==> config.mk <==
export PLATFORM = sky130hd
export DESIGN_NAME = enc_pulse_sim
export DESIGN_NICKNAME = d
export VERILOG_FILES = /design/src/verilog/enc_sim_pkg.sv /design/src/verilog/enc_motion_if.sv /design/src/verilog/enc_scaler.sv /design/src/verilog/enc_stepper.sv /design/src/verilog/enc_pulse_sim.sv
export SDC_FILE = /design/constraint.sdc
export NUM_CORES = 2
export LEC_CHECK = 0
export ABC_CLOCK_PERIOD_IN_PS = 10300
export BUFFER_PORTS_ARGS = -buffer_cell sky130_fd_sc_hd__buf_2
export CAP_MARGIN = 20
export CORE_MARGIN = 1.5
export CORE_UTILIZATION = 50
export DETAILED_ROUTE_END_ITERATION = 8
export GPL_ROUTABILITY_DRIVEN = 0
export PLACE_DENSITY = 0.68
export SLEW_MARGIN = 20
export SYNTH_ARGS = -nofsm -noshare
export SYNTH_HDL_FRONTEND = slang
export SYNTH_HIERARCHICAL = 1
export SYNTH_SLANG_ARGS = --single-unit
==> constraint.sdc <==
create_clock -name mclk -period 10.3 [get_ports mclk]
set_input_delay 2.06 -clock mclk [delete_from_list [all_inputs] [get_ports mclk]]
set_output_delay 2.06 -clock mclk [all_outputs]
set_load 0.05 [all_outputs]
==> src/verilog/enc_sim_pkg.sv <==
// Notes on behaviour
// - With exponent mode off the pulses-per-revolution setting is a direct count from 4 to 65535.
// - With exponent mode on the setting is an exponent n, giving 2^n pulses per revolution, n at most 18.
// - The pulses-per-revolution setting resets to 1024.
// - A source-select flag picks the motor shaft position or the pointed parameter as the source.
// - The motor shaft position is always read at full resolution, 2^20 counts per revolution.
// - With position-loop scaling off, a pointed value is taken as a fraction of a revolution at its own lower resolution, not rescaled.
// - A zero marker pulse is generated on trace C besides the two incremental channels.
// - The simulated output frequency never exceeds 400 kHz.
// - With position-loop scaling on, the output is built from values at position-loop resolution.
// - The same pulse train appears on two output connectors at once.
package enc_sim_pkg;

   // clock and output rate limits
   localparam int CLK_HZ          = 50_000_000;
   localparam int MAX_OUT_HZ      = 400_000;
   localparam int EDGES_PER_PULSE = 4;
   localparam int EDGE_GAP        = (CLK_HZ + MAX_OUT_HZ * EDGES_PER_PULSE - 1)
                                    / (MAX_OUT_HZ * EDGES_PER_PULSE);

   // position widths
   localparam int POS_BITS = 20;
   localparam int CNT_W    = 21;

   // pulses-per-revolution and resolution limits and reset values
   localparam logic [15:0] PPR_MIN   = 16'h0004;
   localparam logic [15:0] EXP_MAX   = 16'h0012;
   localparam logic [15:0] PPR_RESET = 16'h0400;
   localparam logic [4:0]  RES_RESET = 5'h10;
   localparam logic [4:0]  RES_FULL  = 5'h14;
   localparam logic [4:0]  RES_MIN   = 5'h01;

   // register byte offsets
   localparam logic [11:0] OFF_PPR     = 12'h000;
   localparam logic [11:0] OFF_CTRL    = 12'h004;
   localparam logic [11:0] OFF_POINTER = 12'h008;
   localparam logic [11:0] OFF_RES     = 12'h00c;
   localparam logic [11:0] OFF_COUNT   = 12'h010;
   localparam logic [11:0] OFF_MODULUS = 12'h014;

   // control register fields
   localparam int CTRL_EXP_BIT   = 0;
   localparam int CTRL_SRC_BIT   = 3;
   localparam int CTRL_SCALE_BIT = 8;

   // bus responses
   localparam logic [1:0] RESP_OKAY   = 2'h0;
   localparam logic [1:0] RESP_SLVERR = 2'h2;

   // quadrature edges per revolution from the setting
   function automatic logic [CNT_W-1:0] edges_per_rev(
      input logic [15:0] setting,
      input logic        exp_mode);
      logic [4:0]  n;
      logic [15:0] p;
      n = (setting > EXP_MAX) ? EXP_MAX[4:0] : setting[4:0];
      p = (setting < PPR_MIN) ? PPR_MIN : setting;
      if (exp_mode) begin
         edges_per_rev = {{(CNT_W-1){1'b0}}, 1'b1} << (n + 5'h2);
      end else begin
         edges_per_rev = {3'h0, p, 2'h0};
      end
   endfunction : edges_per_rev

endpackage : enc_sim_pkg

==> src/verilog/enc_motion_if.sv <==
`timescale 1ns/1ns
`default_nettype none
// target position and modulus, both in quadrature edges
interface enc_motion_if;
   logic [enc_sim_pkg::CNT_W-1:0] target;
   logic [enc_sim_pkg::CNT_W-1:0] modulus;
   modport src  (output target, output modulus);
   modport sink (input target, input modulus);
endinterface : enc_motion_if
`default_nettype wire

==> src/verilog/enc_scaler.sv <==
`timescale 1ns/1ns
`default_nettype none
module enc_scaler (
   input  wire logic        mclk,
   input  wire logic        rst_b,
   input  wire logic [19:0] motor_position,
   input  wire logic [19:0] pointed_value,
   input  wire logic [4:0]  res_bits,
   input  wire logic        src_sel,
   input  wire logic        exp_mode,
   input  wire logic        scale,
   input  wire logic [15:0] ppr,
   enc_motion_if.src        mo
);
   typedef struct packed {
      logic [enc_sim_pkg::CNT_W-1:0] target;
      logic [enc_sim_pkg::CNT_W-1:0] modulus;
   } scaler_s;

   scaler_s q;
   scaler_s next_q;

   // map the source fraction onto the edge count of one revolution
   always_comb begin
      logic [4:0]  bits;
      logic [19:0] frac;
      logic [40:0] prod;
      bits   = enc_sim_pkg::RES_FULL;
      frac   = motor_position;
      prod   = '0;
      next_q = q;
      next_q.modulus = enc_sim_pkg::edges_per_rev(ppr, exp_mode);
      if (src_sel) begin
         if (scale) begin
            frac = pointed_value;
         end else begin
            // own resolution, no rescale to full
            bits = (res_bits > enc_sim_pkg::RES_FULL) ? enc_sim_pkg::RES_FULL
                 : (res_bits < enc_sim_pkg::RES_MIN) ? enc_sim_pkg::RES_MIN
                 : res_bits;
            frac = pointed_value & ~(20'hfffff << bits);
         end
      end
      prod = {21'h0, frac} * {20'h0, next_q.modulus};
      next_q.target = 21'(prod >> bits);
   end

   always_ff @(posedge mclk or negedge rst_b) begin
      if (!rst_b) begin
         q <= '0;
      end else begin
         q <= next_q;
      end
   end

   assign mo.target  = q.target;
   assign mo.modulus = q.modulus;
endmodule : enc_scaler
`default_nettype wire

==> src/verilog/enc_stepper.sv <==
`timescale 1ns/1ns
`default_nettype none
module enc_stepper #(
   parameter int GAP = enc_sim_pkg::EDGE_GAP
) (
   input  wire logic                          mclk,
   input  wire logic                          rst_b,
   enc_motion_if.sink                         mi,
   output logic                               chan_a,
   output logic                               chan_b,
   output logic                               chan_z,
   output logic [enc_sim_pkg::CNT_W-1:0]      count
);
   localparam int GW = $clog2(GAP + 1);
   localparam int MIN_AGE = GAP - 1;

   // the age helper saturates at 255, so wider gaps cannot be checked
   if (GAP < 1 || GAP > 255) begin : g_bad_gap
      $error("edge gap must be 1 to 255 cycles");
   end

   typedef struct packed {
      logic [enc_sim_pkg::CNT_W-1:0] count;
      logic [GW-1:0]                 gap;
      logic                          a;
      logic                          b;
      logic                          z;
   } step_s;

   step_s q;
   step_s next_q;

   // walk one edge at a time toward the target, shortest way round
   always_comb begin
      logic [enc_sim_pkg::CNT_W-1:0] fwd;
      fwd    = '0;
      next_q = q;
      if (q.count >= mi.modulus) begin
         // modulus shrank under us: restart at zero
         next_q.count = '0;
      end else if (q.gap != '0) begin
         next_q.gap = q.gap - 1'b1;
      end else if (q.count != mi.target) begin
         fwd = (mi.target >= q.count) ? mi.target - q.count
             : mi.target + mi.modulus - q.count;
         if (fwd <= (mi.modulus >> 1)) begin
            next_q.count = (q.count == mi.modulus - 1'b1) ? '0
                         : q.count + 1'b1;
         end else begin
            next_q.count = (q.count == '0) ? mi.modulus - 1'b1
                         : q.count - 1'b1;
         end
         next_q.gap = GW'(GAP - 1);
      end
      // gray sequence: a leads b going forward
      next_q.a = next_q.count[0] ^ next_q.count[1];
      next_q.b = next_q.count[1];
      next_q.z = (next_q.count == '0);
   end

   always_ff @(posedge mclk or negedge rst_b) begin
      if (!rst_b) begin
         q <= '{count: '0, gap: '0, a: 1'b0, b: 1'b0, z: 1'b1};
      end else begin
         q <= next_q;
      end
   end

   assign chan_a = q.a;
   assign chan_b = q.b;
   assign chan_z = q.z;
   assign count  = q.count;

   // helper: cycles since the last edge
   logic [7:0] age;
   logic       stepped;
   logic       in_range;
   assign in_range = (q.count < mi.modulus);
   assign stepped  = (next_q.count != q.count) && in_range;
   always_ff @(posedge mclk or negedge rst_b) begin
      if (!rst_b) begin
         age <= 8'hff;
      end else begin
         age <= stepped ? 8'h00 : ((age == 8'hff) ? age : age + 8'h01);
      end
   end

   property p_rate_cap;
      @(posedge mclk) disable iff (!rst_b)
      stepped |-> age >= MIN_AGE;
   endproperty
   a_rate_cap: assert property (p_rate_cap)
      else $error("edges closer than the rate cap allows");

   property p_quadrature;
      @(posedge mclk) disable iff (!rst_b)
      ($changed(q.a) || $changed(q.b)) && $past(in_range)
      |-> $changed(q.a) != $changed(q.b);
   endproperty
   a_quadrature: assert property (p_quadrature)
      else $error("both channels toggled at once");

   property p_marker;
      @(posedge mclk) disable iff (!rst_b)
      $rose(q.z) |-> (q.count == '0) && !q.a && !q.b;
   endproperty
   a_marker: assert property (p_marker)
      else $error("marker raised away from zero");
endmodule : enc_stepper
`default_nettype wire

==> src/verilog/enc_pulse_sim.sv <==
// The register addresses and register access over AXI4-Lite were chosen for this implementation.
`timescale 1ns/1ns
`default_nettype none
module enc_pulse_sim (
   input  wire logic        mclk,
   input  wire logic        rst_b,
   // register bus
   input  wire logic [11:0] s_axi_awaddr,
   input  wire logic        s_axi_awvalid,
   output logic             s_axi_awready,
   input  wire logic [31:0] s_axi_wdata,
   input  wire logic [3:0]  s_axi_wstrb,
   input  wire logic        s_axi_wvalid,
   output logic             s_axi_wready,
   output logic [1:0]       s_axi_bresp,
   output logic             s_axi_bvalid,
   input  wire logic        s_axi_bready,
   input  wire logic [11:0] s_axi_araddr,
   input  wire logic        s_axi_arvalid,
   output logic             s_axi_arready,
   output logic [31:0]      s_axi_rdata,
   output logic [1:0]       s_axi_rresp,
   output logic             s_axi_rvalid,
   input  wire logic        s_axi_rready,
   // position sources
   input  wire logic [19:0] motor_position,
   input  wire logic [19:0] pointed_value,
   output logic [15:0]      sim_source_pointer,
   // two connectors
   output logic             enc_a0,
   output logic             enc_b0,
   output logic             enc_c0,
   output logic             enc_a1,
   output logic             enc_b1,
   output logic             enc_c1
);
   typedef struct packed {
      logic        awready;
      logic        wready;
      logic        bvalid;
      logic [1:0]  bresp;
      logic        arready;
      logic        rvalid;
      logic [1:0]  rresp;
      logic [31:0] rdata;
      logic        aw_hold;
      logic [11:0] awaddr;
      logic        w_hold;
      logic [31:0] wdata;
      logic [3:0]  wstrb;
      logic [15:0] sim_pulses_per_rev;
      logic        ppr_exponent_mode;
      logic        sim_source_select;
      logic        sim_position_loop_scaling;
      logic [15:0] pointer;
      logic [4:0]  res_bits;
      logic [5:0]  enc;
      logic        armed;
   } top_s;

   top_s q;
   top_s next_q;

   enc_motion_if mif ();

   logic                          st_a;
   logic                          st_b;
   logic                          st_z;
   logic [enc_sim_pkg::CNT_W-1:0] st_count;

   enc_scaler u_scaler (
      .mclk           (mclk),
      .rst_b          (rst_b),
      .motor_position (motor_position),
      .pointed_value  (pointed_value),
      .res_bits       (q.res_bits),
      .src_sel        (q.sim_source_select),
      .exp_mode       (q.ppr_exponent_mode),
      .scale          (q.sim_position_loop_scaling),
      .ppr            (q.sim_pulses_per_rev),
      .mo             (mif)
   );

   enc_stepper u_stepper (
      .mclk   (mclk),
      .rst_b  (rst_b),
      .mi     (mif),
      .chan_a (st_a),
      .chan_b (st_b),
      .chan_z (st_z),
      .count  (st_count)
   );

   // merge written byte lanes into a register value
   function automatic logic [31:0] merge_be(
      input logic [31:0] old,
      input logic [31:0] wd,
      input logic [3:0]  be);
      merge_be = old;
      for (int i = 0; i < 4; i++) begin
         if (be[i]) begin
            merge_be[8*i +: 8] = wd[8*i +: 8];
         end
      end
   endfunction : merge_be

   // control word as seen on the bus
   function automatic logic [31:0] ctrl_word(input top_s s);
      ctrl_word = 32'h0;
      ctrl_word[enc_sim_pkg::CTRL_EXP_BIT]   = s.ppr_exponent_mode;
      ctrl_word[enc_sim_pkg::CTRL_SRC_BIT]   = s.sim_source_select;
      ctrl_word[enc_sim_pkg::CTRL_SCALE_BIT] = s.sim_position_loop_scaling;
   endfunction : ctrl_word

   // bus slave, register file and output copies
   always_comb begin
      logic [31:0] v;
      v      = 32'h0;
      next_q = q;
      if (q.bvalid && s_axi_bready) begin
         next_q.bvalid = 1'b0;
      end
      if (q.rvalid && s_axi_rready) begin
         next_q.rvalid = 1'b0;
      end
      // address and data may come in either order
      if (q.awready && s_axi_awvalid) begin
         next_q.aw_hold = 1'b1;
         next_q.awaddr  = s_axi_awaddr;
      end
      if (q.wready && s_axi_wvalid) begin
         next_q.w_hold = 1'b1;
         next_q.wdata  = s_axi_wdata;
         next_q.wstrb  = s_axi_wstrb;
      end
      if (q.aw_hold && q.w_hold && !q.bvalid) begin
         next_q.aw_hold = 1'b0;
         next_q.w_hold  = 1'b0;
         next_q.bvalid  = 1'b1;
         next_q.bresp   = enc_sim_pkg::RESP_OKAY;
         case (q.awaddr)
            enc_sim_pkg::OFF_PPR: begin
               v = merge_be({16'h0, q.sim_pulses_per_rev}, q.wdata, q.wstrb);
               next_q.sim_pulses_per_rev = v[15:0];
            end
            enc_sim_pkg::OFF_CTRL: begin
               v = merge_be(ctrl_word(q), q.wdata, q.wstrb);
               next_q.ppr_exponent_mode = v[enc_sim_pkg::CTRL_EXP_BIT];
               next_q.sim_source_select = v[enc_sim_pkg::CTRL_SRC_BIT];
               next_q.sim_position_loop_scaling =
                  v[enc_sim_pkg::CTRL_SCALE_BIT];
            end
            enc_sim_pkg::OFF_POINTER: begin
               v = merge_be({16'h0, q.pointer}, q.wdata, q.wstrb);
               next_q.pointer = v[15:0];
            end
            enc_sim_pkg::OFF_RES: begin
               v = merge_be({27'h0, q.res_bits}, q.wdata, q.wstrb);
               next_q.res_bits = v[4:0];
            end
            // read-only words swallow writes quietly
            enc_sim_pkg::OFF_COUNT, enc_sim_pkg::OFF_MODULUS: begin
               next_q.bresp = enc_sim_pkg::RESP_OKAY;
            end
            default: begin
               next_q.bresp = enc_sim_pkg::RESP_SLVERR;
            end
         endcase
      end
      if (q.arready && s_axi_arvalid) begin
         next_q.rvalid = 1'b1;
         next_q.rresp  = enc_sim_pkg::RESP_OKAY;
         case (s_axi_araddr)
            enc_sim_pkg::OFF_PPR:
               next_q.rdata = {16'h0, q.sim_pulses_per_rev};
            enc_sim_pkg::OFF_CTRL:    next_q.rdata = ctrl_word(q);
            enc_sim_pkg::OFF_POINTER: next_q.rdata = {16'h0, q.pointer};
            enc_sim_pkg::OFF_RES:     next_q.rdata = {27'h0, q.res_bits};
            enc_sim_pkg::OFF_COUNT:   next_q.rdata = {11'h0, st_count};
            enc_sim_pkg::OFF_MODULUS: next_q.rdata = {11'h0, mif.modulus};
            default: begin
               next_q.rdata = 32'h0;
               next_q.rresp = enc_sim_pkg::RESP_SLVERR;
            end
         endcase
      end
      // one write and one read in flight at most
      next_q.awready = !next_q.aw_hold && !next_q.bvalid;
      next_q.wready  = !next_q.w_hold && !next_q.bvalid;
      next_q.arready = !next_q.rvalid;
      // same train on both connectors
      next_q.enc = {st_z, st_b, st_a, st_z, st_b, st_a};
      // checks wait one edge: release at a clock edge leaves stale pipes
      next_q.armed = 1'b1;
   end

   always_ff @(posedge mclk or negedge rst_b) begin
      if (!rst_b) begin
         q <= '0;
         q.sim_pulses_per_rev <= enc_sim_pkg::PPR_RESET;
         q.res_bits           <= enc_sim_pkg::RES_RESET;
      end else begin
         q <= next_q;
      end
   end

   assign s_axi_awready      = q.awready;
   assign s_axi_wready       = q.wready;
   assign s_axi_bvalid       = q.bvalid;
   assign s_axi_bresp        = q.bresp;
   assign s_axi_arready      = q.arready;
   assign s_axi_rvalid       = q.rvalid;
   assign s_axi_rresp        = q.rresp;
   assign s_axi_rdata        = q.rdata;
   assign sim_source_pointer = q.pointer;
   assign {enc_c1, enc_b1, enc_a1, enc_c0, enc_b0, enc_a0} = q.enc;

   // helper: expected target from the motor shaft
   logic [40:0] expect_motor;
   assign expect_motor = {21'h0, motor_position}
      * {20'h0, enc_sim_pkg::edges_per_rev(q.sim_pulses_per_rev,
                                           q.ppr_exponent_mode)};

   property p_ppr_reset;
      @(posedge mclk) disable iff (!rst_b)
      $rose(rst_b) |-> q.sim_pulses_per_rev == 16'h0400;
   endproperty
   a_ppr_reset: assert property (p_ppr_reset)
      else $error("pulses per revolution not at its reset value");

   property p_linear;
      @(posedge mclk) disable iff (!q.armed)
      (!q.ppr_exponent_mode && q.sim_pulses_per_rev >= 16'h0004)
      |=> mif.modulus == {3'h0, $past(q.sim_pulses_per_rev), 2'h0};
   endproperty
   a_linear: assert property (p_linear)
      else $error("direct count not honoured");

   property p_exponent;
      @(posedge mclk) disable iff (!rst_b)
      (q.ppr_exponent_mode && q.sim_pulses_per_rev <= 16'h0012)
      |=> mif.modulus == (21'h4 << $past(q.sim_pulses_per_rev[4:0]));
   endproperty
   a_exponent: assert property (p_exponent)
      else $error("exponent setting not honoured");

   property p_exp_cap;
      @(posedge mclk) disable iff (!rst_b)
      q.ppr_exponent_mode |=> mif.modulus <= 21'h100000;
   endproperty
   a_exp_cap: assert property (p_exp_cap)
      else $error("exponent above the cap");

   property p_motor_full;
      @(posedge mclk) disable iff (!q.armed)
      !q.sim_source_select |=> mif.target == $past(expect_motor[40:20]);
   endproperty
   a_motor_full: assert property (p_motor_full)
      else $error("motor position not read at full resolution");

   property p_pointed_own;
      @(posedge mclk) disable iff (!rst_b)
      (q.sim_source_select && !q.sim_position_loop_scaling
       && q.res_bits == 5'h10 && pointed_value[15:0] == 16'h8000)
      |=> mif.target == {1'b0, mif.modulus[20:1]};
   endproperty
   a_pointed_own: assert property (p_pointed_own)
      else $error("pointed value rescaled");

   property p_loop_scaled;
      @(posedge mclk) disable iff (!rst_b)
      (q.sim_source_select && q.sim_position_loop_scaling
       && pointed_value == 20'h80000)
      |=> mif.target == {1'b0, mif.modulus[20:1]};
   endproperty
   a_loop_scaled: assert property (p_loop_scaled)
      else $error("loop-scaled value misread");

   property p_twin;
      @(posedge mclk) disable iff (!q.armed)
      ##1 (enc_a0 == enc_a1) && (enc_b0 == enc_b1) && (enc_c0 == enc_c1)
          && (enc_a0 == $past(st_a)) && (enc_c0 == $past(st_z));
   endproperty
   a_twin: assert property (p_twin)
      else $error("connectors disagree");
endmodule : enc_pulse_sim
`default_nettype wire

==> flow_summary.toml <==
[outcome]
outcome = "complete, no violations"

[placed_design]
port_buffers = 138
dp_hpwl_mm = 76.4
placed_cells = 4394

[routing]
vias = 26800
postRouteAntennaNets = 0
drt_iter0_drc = 2725
dr.pass1.iters = 6
viasPerCell = 6.06
wl_per_cell_um = 21.4
route.detailed.drc = 0
drt-total-wl_mm = 94.6

[global_routing]
antenna_found_initial = 1
grt_pass1_wl_mm = 149
grtUsageTotal = 0.305
grt_pass1_vias = 26300
gr-total-overflow = 0
grt_max_degree = 94

[yosys]
synthArstFlopShare = 1.00
synth_area_leaders = "fa_1 (23%), dfrtp_1 (14%), ha_1 (9.9%)"
syn_avg_cell_area_um2 = 8.47
synth_common_cells = "inv_1 (437), nand2_1 (437), fa_1 (359)"
synth_warnings = 6
syn-cell-area_mm2 = 0.0306
synth-seq-area-share = 0.142
synth_top_cell_by_area = "fa_1"
synth_cell_types = 120
synth_top_area_share = 0.235
synth_ff_type = "dfrtp_1"
postSynthCellCount = 3610
synth_edf_count = 0
synth-seq-cells = 174

[die]
io_pins = 170
die_area_mm2 = 0.0627
die_w_um = 250
initial_core_util = 0.507
fp.dieH_um = 250
num_rows = 90
core_area_mm2 = 0.0604

[critical_path]
reg2reg_slack_ps = 460
critical_path_class = "reg2reg"
cp_slowest_stage_delay_ps = 550
path_common_cell = "fa_1"
arrival_ps = 10110
cp-end-kind = "flop"
path_buf_inv = 5
cp_top_family = "adder cells"
crit_fanout = 9
startpoint_type = "flop"
worstPathRequired_ps = 10570
cp_slowest_cell = "fa_1"

[sta]
hold_violations = 0
tightest_slew_ps = 1200
period_share = 0.955
setup_viol = 0
final-max-slew-violation-count = 0
fin_crit_ps = 9840
clock_skew_ps = 16.2
timing.fmax_ghz = 0.102
max_slew_margin = 0.198

[worst_hold_path]
hp-class = "reg2reg"

[clocking]
insertion_delay_ps = 470
cts-hold-fix-buffers = 0
htree_levels = 4
cts_tree = "done"
numClockSinks = 174
cts_buffer_depth = 2
cts_root_buffer = "clkbuf_16"
cts_buffers = 17
path_clk_slew_ps = 80

[finish]
fillers = 5621
drive_gt1_frac = 0.136
final_nets = 4340
antenna_cells = 0
syn_to_final_growth_pct = 6.55
final_cells = 4427

[power]
power_density_mw_per_mm2 = 226
power_mw = 7.38
p_leak_nw = 14.4
ir_drop_uv = 431

[job]
cap_viol_max_count = 0
[layout by cell type, fill, tap and decap left out, types with 23 or more instances in the layout]
master    synthesis  layout
a211oi_1         36      35
nand2_1         437     437
xor2_1           26      26
nor2_1          340     337
or3_1            27      27
a21o_1           36      36
a21oi_1         168     165
fa_1            359     359
mux2_2           78      78
buf_4            85     122
nor3_1           63      63
mux2i_1          72      71
xnor2_1          82      80
o21a_1           23      23
buf_2            40     137
and2_1           30      30
inv_1           437     436
nor4_1           29      27
nand4_1          45      45
ha_1            242     240
o211ai_1         33      33
and3_1           25      25
nand3_1          69      69
o21ai_0         129     125
dfrtp_1         171     171
[what timing repair did]
action                                  CTS  global route
resized for setup                         0            21
endpoints found under the setup margin    0            21
setup buffers                             0             1
[per-stage QoR]
stage               TNS (ps)  cell area [um2]  hold slack (ps)  utilization  worst slack (ps)
floorplan                  0            30600              331            -              1140
global placement           0            31900              334        0.528               329
detailed placement         0            31900              339        0.528               177
CTS                        0            32500              355        0.538               148
global route           -27.2            32600              368        0.540             -18.6
finish                     0            32600              352        0.540               460
[flip-flops by register name, indices dropped and copies added (netlist names), 6 cells and up]
name and cells:
q 56, s_axi_rdata 21, sim_source_pointer 16, u_scaler/mo.modulus 21
u_scaler/mo.target 21, u_stepper/count 21, u_stepper/q 6
[power breakdown]
group	switching (mW)	total (mW)	leakage, nW	internal, mW
combinational	3.60	5.69	11.8	2.09
sequential	0.191	1.02	2.30	0.826
clock	0.346	0.675	0.291	0.328
total	4.14	7.38	14.4	3.24
[cell families after synthesis]
group	Yosys count	synth area share
AO/OA/AOI/OAI	672	0.152
XOR/XNOR	112	0.0333
adder cells (fa/ha/maj)	601	0.334
buffers and inverters	714	0.101
flip-flops	174	0.142
multiplexers	162	0.0594
other	1	0.000123
AND/OR/NAND/NOR	1174	0.178
[layout make-up]
class,instances,area (um2),area share
clock buffer,18,429,0.0132
clock inverter,14,170,0.00522
inverter,442,1660,0.0509
multi-input combinational,2734,23300,0.716
sequential,174,4360,0.134
tap,782,978,0.0300
timing repair buffer,263,1660,0.0509
[metal layers]
layer / track usage / wire [um] / part of all wire
met1: 0.408 / 38400 / 0.41
met2: 0.489 / 43900 / 0.46
met3: 0.0520 / 7970 / 0.084
met4: 0.128 / 4380 / 0.046
met5: 0 / 13 / 0.00014
[final timing paths]
path | start | to | cells past startpoint
worst min-delay path | u_stepper/chan_a | enc_a1 | 0
min in group asynchronous | rst_b | u_stepper/q[5] | 1
worst max register to register | q[37] | u_scaler/mo.target[18] | 33
max in group asynchronous | rst_b | q[88] | 2
worst max-delay path | q[37] | u_scaler/mo.target[18] | 33
worst min register to register | u_stepper/chan_a | enc_a1 | 0
(Power assumes the default switching activity.)
